--- config.mk ---
export PLATFORM = sky130hd
export DESIGN_NAME = smal_regs
export DESIGN_NICKNAME = d
export VERILOG_FILES = /design/src/hw/smal_pkg.sv /design/src/hw/smal_regs.sv
export VERILOG_INCLUDE_DIRS = /design/src /design/src/hw
export SDC_FILE = /design/constraint.sdc
export NUM_CORES = 1
export LEC_CHECK = 0
export BUFFER_PORTS_ARGS = -buffer_cell sky130_fd_sc_hd__clkbuf_2
export CORE_MARGIN = 5
export CORE_UTILIZATION = 45
export CTS_BUF_LIST = sky130_fd_sc_hd__clkbuf_4
export DETAILED_ROUTE_END_ITERATION = 10
export GPL_TIMING_DRIVEN = 1
export MAX_ROUTING_LAYER = met4
export PLACE_DENSITY = 0.77
export RECOVER_POWER = 50
export REMOVE_ABC_BUFFERS = 1
export SLEW_MARGIN = 20
export SYNTH_ARGS = -nofsm -noshare
export SYNTH_HDL_FRONTEND = slang
export SYNTH_SLANG_ARGS = --single-unit
--- constraint.sdc ---
create_clock -name MCLK -period 2.1 [get_ports MCLK]
set_input_delay 0.105 -clock MCLK [delete_from_list [all_inputs] [get_ports MCLK]]
set_output_delay 0.105 -clock MCLK [all_outputs]
set_load 0.01 [all_outputs]
--- src/hw/smal_defines.svh ---
// smal_defines.svh: offsets, field positions, reset values and masks for the
// acknowledge latency / switch mode register pair.
// assumes: 8-bit byte addresses on the configuration access port.
`ifndef SMAL_DEFINES_SVH
`define SMAL_DEFINES_SVH

`define SMAL_ACK_OFS        8'h70
`define SMAL_MODE_OFS       8'h74

// latency register fields
`define SMAL_REPLAY_LSB     0
`define SMAL_REPLAY_MSB     11
`define SMAL_REPLAY_EN_BIT  12
`define SMAL_ACKLAT_LSB     16
`define SMAL_ACKLAT_MSB     29
`define SMAL_ACKLAT_EN_BIT  30
`define SMAL_VGA_BIT        31

// mode register fields
`define SMAL_MODE_LSB       0
`define SMAL_MODE_MSB       6

`define SMAL_ACK_RST        32'h8000_0000
`define SMAL_MODE_RST       32'h0000_0002
// software-writable bits; the load path may also set the read-only vga bit 31
`define SMAL_ACK_CFG_MASK   32'h7fff_1fff
`define SMAL_ACK_LOAD_MASK  32'hffff_1fff
`define SMAL_MODE_CFG_MASK  32'h0000_007f
`define SMAL_MODE_LOAD_MASK 32'h0000_007f

`endif

--- src/hw/smal_pkg.sv ---
// smal_pkg.sv: types shared by the switch mode / latency register block.
// assumes: field layout of the mode register bits 6:0.
package smal_pkg;

	// same order as the mode register bits 6:0
	typedef struct packed {
		logic       ord_tag;
		logic       ord_egress;
		logic       credit_all;
		logic       arb_hold;
		logic [1:0] ct_thr;
		logic       store_fwd;
	} smal_mode_s;

	typedef struct packed {
		logic        valid;
		logic [7:0]  addr;
		logic [31:0] data;
	} smal_load_s;

endpackage : smal_pkg

--- src/hw/smal_regs.sv ---
// smal_regs.sv: acknowledge latency timer and switch operation mode registers,
// with the per-packet mode snapshot, forwarding start point and port arbiter.
// assumes: configuration access and the management/EEPROM load path share MCLK;
// PKT_START is a one-cycle pulse from the datapath on the same clock.
//
// Operation
// - 14-bit user ack latency, bits 29:16, reset zero
// - bit 30 selects user ack latency
// - read-only vga decode bit 31 resets one
// - management or eeprom load replaces field values
// - mode bit set buffers whole packet first
// - threshold code moves start before midpoint
// - threshold applies slow port to fast port
// - hold mode keeps grant while request pends
// - otherwise move only to ports with credit
// - credit release all types or per type
// - optional ordering across different egress ports
// - optional ordering across completion tags
// - 12-bit user replay timeout plus enable
`include "smal_defines.svh"
`timescale 1ns/1ps
`default_nettype none

module smal_regs
	import smal_pkg::*;
#(
	parameter int          LEN_W       = 12,
	parameter int          PORTS       = 4,
	parameter logic [13:0] ACK_LAT_DEF = 14'h0100,
	parameter logic [11:0] REPLAY_DEF  = 12'h400
) (
	// clock and reset
	input  wire logic             MCLK,
	input  wire logic             RST_N,
	// configuration access
	input  wire logic             CFG_WR,
	input  wire logic             CFG_RD,
	input  wire logic [7:0]       CFG_ADDR,
	input  wire logic [3:0]       CFG_BE,
	input  wire logic [31:0]      CFG_WDATA,
	output logic      [31:0]      CFG_RDATA,
	output logic                  CFG_ACK,
	// management port / eeprom auto-load
	input  wire smal_load_s       LOAD,
	// packet handling
	input  wire logic             PKT_START,
	input  wire logic [LEN_W-1:0] PKT_LEN,
	input  wire logic             PKT_SLOW_TO_FAST,
	output logic      [LEN_W-1:0] FWD_START,
	// arbitration
	input  wire logic [PORTS-1:0] REQ,
	input  wire logic [PORTS-1:0] CREDIT_OK,
	output logic      [1:0]       GRANT_IDX,
	output logic                  GRANT_VALID,
	// settings to the link and datapath
	output logic      [13:0]      ACK_LATENCY,
	output logic      [11:0]      REPLAY_TIMEOUT,
	output logic                  VGA_DECODE_EN,
	output logic                  CREDIT_ALL_TYPES,
	output logic                  ORDER_EGRESS,
	output logic                  ORDER_TAG
);

	// the grant index is two bits wide, so only a four-port build is served
	if (PORTS != 4 || LEN_W < 2) begin : g_param_chk
		$error("smal_regs: needs PORTS == 4 and LEN_W >= 2");
	end

	logic [31:0] ack_ff;
	logic [31:0] mode_ff;
	smal_mode_s  act_ff;
	logic [1:0]  gnt_idx_ff;
	logic        gnt_valid_ff;
	logic [31:0] be_mask;
	logic        cfg_ack_hit;
	logic        cfg_mode_hit;
	logic        ld_ack_hit;
	logic        ld_mode_hit;

	assign be_mask      = {{8{CFG_BE[3]}}, {8{CFG_BE[2]}}, {8{CFG_BE[1]}}, {8{CFG_BE[0]}}};
	assign cfg_ack_hit  = CFG_WR && CFG_ADDR == `SMAL_ACK_OFS;
	assign cfg_mode_hit = CFG_WR && CFG_ADDR == `SMAL_MODE_OFS;
	assign ld_ack_hit   = LOAD.valid && LOAD.addr == `SMAL_ACK_OFS;
	assign ld_mode_hit  = LOAD.valid && LOAD.addr == `SMAL_MODE_OFS;

	// ------------------------------------------------------------------
	// register storage
	// ------------------------------------------------------------------
	// the load path wins over a config write in the same cycle: it is the
	// only way the read-only bits move, so it must not be shadowed
	always_ff @(posedge MCLK) begin
		if (!RST_N) begin
			ack_ff <= `SMAL_ACK_RST;
		end else if (ld_ack_hit) begin
			ack_ff <= LOAD.data & `SMAL_ACK_LOAD_MASK;
		end else if (cfg_ack_hit) begin
			ack_ff <= (ack_ff & ~(be_mask & `SMAL_ACK_CFG_MASK))
				| (CFG_WDATA & be_mask & `SMAL_ACK_CFG_MASK);
		end
	end

	always_ff @(posedge MCLK) begin
		if (!RST_N) begin
			mode_ff <= `SMAL_MODE_RST;
		end else if (ld_mode_hit) begin
			mode_ff <= LOAD.data & `SMAL_MODE_LOAD_MASK;
		end else if (cfg_mode_hit) begin
			mode_ff <= (mode_ff & ~(be_mask & `SMAL_MODE_CFG_MASK))
				| (CFG_WDATA & be_mask & `SMAL_MODE_CFG_MASK);
		end
	end

	// ------------------------------------------------------------------
	// configuration read
	// ------------------------------------------------------------------
	// unmapped offsets read zero; writes to them are dropped
	always_ff @(posedge MCLK) begin
		if (!RST_N) begin
			CFG_RDATA <= 32'h0000_0000;
			CFG_ACK   <= 1'b0;
		end else begin
			CFG_ACK <= CFG_RD || CFG_WR;
			if (CFG_RD && CFG_ADDR == `SMAL_ACK_OFS) begin
				CFG_RDATA <= ack_ff;
			end else if (CFG_RD && CFG_ADDR == `SMAL_MODE_OFS) begin
				CFG_RDATA <= mode_ff;
			end else begin
				CFG_RDATA <= 32'h0000_0000;
			end
		end
	end

	// ------------------------------------------------------------------
	// latency settings to the link layer and vga decode enable
	// ------------------------------------------------------------------
	always_ff @(posedge MCLK) begin
		if (!RST_N) begin
			ACK_LATENCY    <= ACK_LAT_DEF;
			REPLAY_TIMEOUT <= REPLAY_DEF;
			VGA_DECODE_EN  <= 1'b1;
		end else begin
			ACK_LATENCY    <= ack_ff[`SMAL_ACKLAT_EN_BIT]
				? ack_ff[`SMAL_ACKLAT_MSB:`SMAL_ACKLAT_LSB] : ACK_LAT_DEF;
			REPLAY_TIMEOUT <= ack_ff[`SMAL_REPLAY_EN_BIT]
				? ack_ff[`SMAL_REPLAY_MSB:`SMAL_REPLAY_LSB] : REPLAY_DEF;
			VGA_DECODE_EN  <= ack_ff[`SMAL_VGA_BIT];
		end
	end

	// ------------------------------------------------------------------
	// per-packet mode snapshot
	// ------------------------------------------------------------------
	// sampling only at packet start keeps a packet in flight on one mode
	always_ff @(posedge MCLK) begin
		if (!RST_N) begin
			act_ff <= smal_mode_s'(7'(`SMAL_MODE_RST));
		end else if (PKT_START) begin
			act_ff <= smal_mode_s'(mode_ff[`SMAL_MODE_MSB:`SMAL_MODE_LSB]);
		end
	end

	always_ff @(posedge MCLK) begin
		if (!RST_N) begin
			CREDIT_ALL_TYPES <= 1'b0;
			ORDER_EGRESS     <= 1'b0;
			ORDER_TAG        <= 1'b0;
		end else begin
			CREDIT_ALL_TYPES <= act_ff.credit_all;
			ORDER_EGRESS     <= act_ff.ord_egress;
			ORDER_TAG        <= act_ff.ord_tag;
		end
	end

	// ------------------------------------------------------------------
	// forwarding start point
	// ------------------------------------------------------------------
	smal_mode_s       now_mode;
	logic [LEN_W-1:0] mid_pt;
	logic [LEN_W-1:0] thr_ext;
	logic [LEN_W-1:0] ct_start;

	assign now_mode = smal_mode_s'(mode_ff[`SMAL_MODE_MSB:`SMAL_MODE_LSB]);
	assign mid_pt   = PKT_LEN >> 1;
	assign thr_ext  = LEN_W'(now_mode.ct_thr);
	// short packets clamp to the first cycle rather than wrap
	assign ct_start = (mid_pt > thr_ext) ? mid_pt - thr_ext : '0;

	// same-speed cut-through starts at once; the threshold only matters when
	// the egress drains faster than the ingress fills
	always_ff @(posedge MCLK) begin
		if (!RST_N) begin
			FWD_START <= '0;
		end else if (PKT_START) begin
			if (now_mode.store_fwd) begin
				FWD_START <= PKT_LEN;
			end else if (PKT_SLOW_TO_FAST) begin
				FWD_START <= ct_start;
			end else begin
				FWD_START <= '0;
			end
		end
	end

	// ------------------------------------------------------------------
	// round-robin port arbiter
	// ------------------------------------------------------------------
	logic [1:0] nxt_gnt_idx;
	logic       nxt_gnt_valid;

	always_comb begin
		logic [1:0] cand;
		nxt_gnt_idx   = gnt_idx_ff;
		nxt_gnt_valid = 1'b0;
		cand          = 2'h0;
		if (act_ff.arb_hold && gnt_valid_ff && REQ[gnt_idx_ff]) begin
			nxt_gnt_valid = 1'b1;
		end else begin
			for (int i = 4; i >= 1; i--) begin
				cand = gnt_idx_ff + 2'(i);
				if (REQ[cand] && CREDIT_OK[cand]) begin
					nxt_gnt_idx   = cand;
					nxt_gnt_valid = 1'b1;
				end
			end
		end
	end

	always_ff @(posedge MCLK) begin
		if (!RST_N) begin
			gnt_idx_ff   <= 2'h3;
			gnt_valid_ff <= 1'b0;
		end else begin
			gnt_idx_ff   <= nxt_gnt_idx;
			gnt_valid_ff <= nxt_gnt_valid;
		end
	end

	assign GRANT_IDX   = gnt_idx_ff;
	assign GRANT_VALID = gnt_valid_ff;

	// ------------------------------------------------------------------
	// checks
	// ------------------------------------------------------------------
	AST_ACK_RST: assert property (@(posedge MCLK) disable iff (!RST_N)
		$rose(RST_N) |-> ack_ff == `SMAL_ACK_RST)
		else $error("latency register left reset with wrong value");

	AST_ACK_SEL: assert property (@(posedge MCLK) disable iff (!RST_N)
		##1 ACK_LATENCY == ($past(ack_ff[`SMAL_ACKLAT_EN_BIT])
			? $past(ack_ff[`SMAL_ACKLAT_MSB:`SMAL_ACKLAT_LSB]) : ACK_LAT_DEF))
		else $error("ack latency does not follow enable");

	AST_REPLAY_SEL: assert property (@(posedge MCLK) disable iff (!RST_N)
		##1 REPLAY_TIMEOUT == ($past(ack_ff[`SMAL_REPLAY_EN_BIT])
			? $past(ack_ff[`SMAL_REPLAY_MSB:`SMAL_REPLAY_LSB]) : REPLAY_DEF))
		else $error("replay timeout does not follow enable");

	AST_VGA_RO: assert property (@(posedge MCLK) disable iff (!RST_N)
		(CFG_WR && !LOAD.valid) |=> $stable(ack_ff[`SMAL_VGA_BIT]) && $stable(mode_ff[31:7]))
		else $error("config write changed a read-only bit");

	AST_LOAD: assert property (@(posedge MCLK) disable iff (!RST_N)
		ld_ack_hit |=> ack_ff == ($past(LOAD.data) & `SMAL_ACK_LOAD_MASK))
		else $error("load did not replace latency register");

	AST_SF: assert property (@(posedge MCLK) disable iff (!RST_N)
		(PKT_START && now_mode.store_fwd) |=> FWD_START == $past(PKT_LEN))
		else $error("store-forward start is not the packet end");

	AST_CT: assert property (@(posedge MCLK) disable iff (!RST_N)
		(PKT_START && !now_mode.store_fwd && PKT_SLOW_TO_FAST
			&& (PKT_LEN >> 1) > LEN_W'(3))
		|=> FWD_START == ($past(PKT_LEN) >> 1) - LEN_W'($past(now_mode.ct_thr)))
		else $error("cut-through start misplaced");

	AST_HOLD: assert property (@(posedge MCLK) disable iff (!RST_N)
		(act_ff.arb_hold && gnt_valid_ff && REQ[gnt_idx_ff])
		|=> gnt_valid_ff && gnt_idx_ff == $past(gnt_idx_ff))
		else $error("held grant moved while request pending");

	AST_CREDIT: assert property (@(posedge MCLK) disable iff (!RST_N)
		(!act_ff.arb_hold ##1 gnt_valid_ff)
		|-> (($past(REQ & CREDIT_OK) >> gnt_idx_ff) & 4'h1) == 4'h1)
		else $error("grant to port without credit");

	AST_SNAP: assert property (@(posedge MCLK) disable iff (!RST_N)
		!PKT_START |=> $stable(act_ff))
		else $error("mode snapshot changed mid-packet");

endmodule : smal_regs

`default_nettype wire

==> flow_summary.yaml, run 1 <==
cells_and_area:
  fin_nets: 827
  drive_gt1_share_pct: 26.6
  n_antenna_cell: 0
  area_growth_pct: 46.5
  final_area_um2: 6600
place:
  place_ws_ps: -6.54
  hpwl_um: 9140
  placed_area_um2: 5520
  io_buffers: 178
  gp_congestion: 0.850
clocking:
  cts_buffers: 17
  cts_tree: "built"
  clock_sinks: 115
  clkLatencyLatePin_ps: 510
  clkTransAtPathRegs_ps: 110
  htreeDepth: 4
  cts_max_path_buffers: 2
  root_buffer: "clkbuf_4"
synth:
  async_flop_share_pct: 0
  synth.most_common_cell: "dfxtp_1"
  synth_cells: 457
  synth_flop_cell: "dfxtp_1"
  ys_seq_area_share_pct: 51.1
  synthesis.area_um2: 4510
  yosysTopAreaCellShare_pct: 51.1
  ys_ff_latch: 115
  syn_avg_cell_area_um2: 9.86
  ys_warn_count: 0
  synth_common_cells: "dfxtp_1, o21ai_0, a21oi_1"
  post-synth-top-area-cell: "dfxtp_1"
  synthTopCellsByArea: "dfxtp_1, mux2i_1, o21ai_0"
  synth_edf_count: 0
  synth_cell_type_count: 53
min_path:
  holdPathEnd: "GRANT_IDX[0]$_SDFFE_PN1P_"
  min-delay-start: "REQ[1]"
  hold_class: "input port to flop"
  hold_depth: 5
floorplanning:
  die_h_um: 110
  rows: 36
  core_um2: 9770
  chipWidth_um: 110
  start_util_pct: 46.1
  ios: 189
  die-area_um2: 12100
timing:
  finalSetupViolations: 0
  period_minus_slack_ps: 2070
  worstMarginPinSlew_ps: 774
  hold_viol: 0
  slew_headroom_pct: 48.4
  fmax_ghz: 0.482
  maxSlewViolCount: 0
  clock_skew_ps: 17.9
  layout_setup_ws_ps: 25.6
  fin_crit_sh_pct: 98.8
worst_setup_path:
  r2r_setup_slack_ps: 60
  path_cells: "dlygate4sd3_1 > buf_4 > inv_1 > nor4_4 > buf_4 > and2_4 > buf_12 > mux2i_1 > a21oi_1 > dlygate4sd3_1"
  r2r_cells: 8
  critPathArrivalTime_ps: 2460
  crit_path_max_fanout: 6
  cp-start-kind: "input port"
  path_class: "input port to flop"
  cp.required_ps: 2490
  worstSetupEndpointType: "flop"
  cp.depth: 10
  critPathMaxStageDelay_ps: 590
  cp_num_buf_inv: 6
  r2r_end: "FWD_START[10]$_SDFFE_PN0P_"
  cp_top_family: "buffers and inverters"
  critPathSlowestCell: "dlygate4sd3_1"
detailed_routing:
  first_pass_iters: 4
  via_per_inst: 5.16
  routedWlPerCell_um: 16.5
  drc_errors: 0
  antenna_left: 0
  wl_um: 14200
  vias: 4434
  drt_iter0_drc: 179
status:
  status: "complete, no violations"
pwr:
  p_leak_uw: 0.00301
  p_per_area_nw_per_um2: 675
  irDropWorstVdd_mv: 0.389
job:
  maxCapViolCount: 0
global_route:
  antenna_found_initial: 0
  grt_pass1_wl_um: 20800
  grt_pass1_vias: 4363
  grt_start_max_net_pins: 49
  overflow: 0
  grt_util_all_layers_pct: 23.2
==> per-layer routing <==
metal,share of wire [%],GRT usage [%],routed length [µm]
met3,7.7,6.17,1090
met1,40,25.1,5600
met5,0,-,0
met2,52,40.8,7320
met4,1.1,8.37,160
==> cells by family after synthesis <==
| logic type | count (synthesis) | synth area share [%] |
|---|---|---|
| mux | 42 | 9.91 |
| flops | 115 | 51.1 |
| buf+inv | 40 | 3.86 |
| simple gates | 117 | 15.9 |
| compound gates | 133 | 17.0 |
| xor+xnor | 6 | 1.17 |
| other cells | 1 | 0.0832 |
| fa+ha+maj | 3 | 1.00 |
==> cell type report <==
cell class                      instances  area [µm²]
Clock buffer                           17         128
Clock inverter                         15         181
Multi-Input combinational cell        304        2080
Sequential cell                       115        2300
Timing Repair Buffer                  269        1720
Tap cell                              133         166
Fill cell                             783        3170
Inverter                                6        22.5
==> placed cells by master, fill, tap and decap left out, types with 3 or more instances in the layout <==
| master | instances |
|---|---|
| bufinv_16 | 3 |
| and3_1 | 26 |
| inv_1 | 6 |
| xor2_1 | 4 |
| and2_1 | 22 |
| nor2b_1 | 5 |
| a22o_1 | 6 |
| mux2i_1 | 38 |
| clkinv_4 | 3 |
| clkbuf_1 | 49 |
| dlygate4sd3_1 | 79 |
| o21ai_0 | 53 |
| nand3b_1 | 3 |
| nand3_1 | 4 |
| clkinvlp_4 | 4 |
| nor2_1 | 5 |
| conb_1 | 3 |
| clkbuf_4 | 17 |
| buf_4 | 10 |
| nor4_1 | 3 |
| inv_6 | 3 |
| clkbuf_2 | 130 |
| a21oi_1 | 47 |
| nand2b_1 | 3 |
| a22oi_1 | 9 |
| nand2_1 | 18 |
| nor3_1 | 3 |
| dfxtp_1 | 113 |
==> stage by stage <==
step | power [µW] | utilization [%] | instances | hold WS [ps] | TNS (ps)
2_1_floorplan | 2450 | - | 425 | 167 | 0
3_3_place_gp | 2660 | 56.4 | 747 | 319 | 0
3_5_place_dp | 2670 | 56.4 | 747 | 343 | -6.54
4_1_cts | 4460 | 67.7 | 858 | 8.16 | 0
5_1_grt | 4650 | 67.5 | 859 | 22.4 | -29.6
6_report | 4450 | 67.5 | 859 | 61.5 | 0
==> tightest hold or removal path, delay by kind of cell <==
kind,cells,cell delay [ps]
compound gates,3,210
buf+inv,1,130
simple gates,1,90
==> power by group <==
group          switching, µW  total [µW]  internal, µW  leakage, µW
logic                    228         477           249      0.00192
registers               28.7        2240          2210     0.000930
clock network            903        1740           834     0.000153
total                   1160        4450          3290      0.00301
==> how the worst max path moves through the flow <==
| stage | start | slack, ps | to |
|---|---|---|---|
| floorplan | flop | 170 | FWD_START[6]$_SDFFE_PN0P_ |
| global placement | flop | 80 | FWD_START[6]$_SDFFE_PN0P_ |
| detailed placement | flop | -7 | FWD_START[10]$_SDFFE_PN0P_ |
| CTS | CFG_WR | 10 | flop |
| global route | flop | -20 | FWD_START[10]$_SDFFE_PN0P_ |
| finish | CFG_WR | 30 | flop |
==> repair_timing <==
item / in CTS / in global routing
gates cloned: 0 / 0
endpoints found under the hold margin: 53 / 0
hold buffers: 79 / 0
pin swaps: 0 / 0
resized for setup: 1 / 12
endpoints found under the setup margin: 1 / 20
buffers inserted: 0 / 1
Note: power is estimated with default switching activity, not from simulation.
==> run 2, diff against run 1 <==
--- a/config.mk
+++ b/config.mk
@@ -16,6 +16,7 @@
 export PLACE_DENSITY = 0.77
 export RECOVER_POWER = 50
 export REMOVE_ABC_BUFFERS = 1
+export SETUP_SLACK_MARGIN = 0.4
 export SLEW_MARGIN = 20
 export SYNTH_ARGS = -nofsm -noshare
 export SYNTH_HDL_FRONTEND = slang
==> run 2 against run 1 <==
Compared with the run above: maximum frequency increased by 5.0%; via count increased by 4.2%; final area grew 0.99%; clock skew up 1.0 ps; hold slack lost 16 ps; clock-buffer cell count unchanged; sequential cell count unchanged; die area stayed put; first-iteration DRC count up 38%.
==> flow_summary.yaml, run 2 (same netlist as run 1, synthesis figures left out) <==
status:
  status: "complete, no violations"
floorplanning:
  die_h_um: 110
  start_util_pct: 46.1
  rows: 36
  ios: 189
  core_um2: 9770
  chipWidth_um: 110
  die-area_um2: 12100
clocking:
  root_buffer: "clkbuf_4"
  cts_max_path_buffers: 2
  cts_buffers: 17
  clkLatencyLatePin_ps: 510
  clock_sinks: 115
  clkTransAtPathRegs_ps: 110
  htreeDepth: 4
  cts_tree: "built"
worst_setup_path:
  cp-start-kind: "flop"
  worstSetupEndpointType: "flop"
  critPathArrivalTime_ps: 2420
  crit_path_max_fanout: 4
  critPathSlowestCell: "or3_4"
  critPathMaxStageDelay_ps: 420
  cp.required_ps: 2540
  cp_num_buf_inv: 1
  path_cells: "ha_4 > inv_2 > fa_2 > or3_4 > nor3_2 > xor2_1 > a22oi_1 > a21oi_1"
  path_class: "flop to flop"
  cp_top_family: "simple AND/OR/NAND/NOR gates"
timing:
  fmax_ghz: 0.506
  rsz0062_at_grt: "true"
  slew_headroom_pct: 46.9
  hold_ws_ps: 45.7
  fin_crit_sh_pct: 94.1
  worstMarginPinSlew_ps: 796
  maxSlewViolCount: 0
  finalSetupViolations: 0
  clock_skew_ps: 18.9
  hold_viol: 0
  period_minus_slack_ps: 1980
pwr:
  total_power_uw: 4500
  irDropWorstVdd_mv: 0.407
  p_per_area_nw_per_um2: 675
  p_leak_uw: 0.00297
global_route:
  grt_util_all_layers_pct: 24.3
  grt_pass1_vias: 4599
  overflow: 0
  antenna_found_initial: 0
  grt_start_max_net_pins: 49
  grt_pass1_wl_um: 22000
job:
  maxCapViolCount: 0
detailed_routing:
  antenna_left: 0
  via_per_inst: 5.38
  drc_errors: 0
  first_pass_iters: 6
  vias: 4620
  wl_um: 14800
  routedWlPerCell_um: 17.2
  drt_iter0_drc: 247
cells_and_area:
  layout_commonest_cell: "clkbuf_2"
  final_area_um2: 6670
  area_growth_pct: 47.9
  n_antenna_cell: 0
  final_cell_mix: "clkbuf_2, dfxtp_1, dlygate4sd3_1"
  fin_nets: 827
  utilization_pct: 68.2
  drive_gt1_share_pct: 30.2
place:
  hpwl_um: 9140
  placed_area_um2: 5520
  io_buffers: 178
  gp_congestion: 0.850
min_path:
  hold_class: "input port to flop"
-- run 2: changes by cell type in the layout (fill, tap and decap cells not counted), sizes merged --
cell	previous run	this run
dlygate4sd3	79	74
a21oi	48	49
buf	11	13
clkbuf	196	198
-- run 2: cell type report --
type                            count  area [µm²]
Tap cell                          133         166
Clock inverter                     15         181
Timing Repair Buffer              268        1710
Inverter                            6        22.5
Multi-Input combinational cell    305        2150
Clock buffer                       17         128
Fill cell                         747        3110
Sequential cell                   115        2310
-- run 2: path summary, 6_finish.rpt --
path                                 start                       endpoint  slack, ps  cells after the start
worst max register to register        flop      FWD_START[6]$_SDFFE_PN0P_        120                      8
worst min register to register        flop  REPLAY_TIMEOUT[10]$_SDFF_PN1_        470                      1
worst min-delay path            PKT_LEN[5]      FWD_START[5]$_SDFFE_PN0P_         50                      3
worst max-delay path                  flop      FWD_START[6]$_SDFFE_PN0P_        120                      8
-- run 2: where the power goes --
part	switching (µW)	internal [µW]	leakage, µW	total [µW]
Sequential	28.8	2210	0.000930	2240
Clock	895	834	0.000153	1730
Combinational	246	283	0.00189	530
-- run 2: layer usage --
layer / vias up / wire (µm) / GRT usage, %
met5: - / 0 / -
li1: 2161 / - / -
met3: 43 / 1260 / 6.93
met4: 0 / 374 / 9.44
met2: 248 / 7440 / 43.1
met1: 2168 / 5680 / 25.5
-- run 2: stage by stage --
step	TNS, ps	worst slack (ps)	cells
3_3_place_gp	0	76.5	747
4_1_cts	0	186	858
6_report	0	124	859
2_1_floorplan	0	166	425
5_1_grt	0	54.3	859
3_5_place_dp	-6.54	-6.54	747
-- run 2: what timing repair did --
action,in CTS,in global routing
pin swaps,11,6
endpoints found under the hold margin,53,0
setup endpoints to repair,12,13
gates resized for setup,16,6
gates cloned,1,0
setup buffers,4,1
hold buffers,74,0
-- run 2: worst register-to-register path, cell delays in order, from the launching register on --
cell	delay, ps
dfxtp_2	370
ha_4	140
inv_2	30
fa_2	340
or3_4	420
nor3_2	230
xor2_1	170
a22oi_1	80
a21oi_1	150
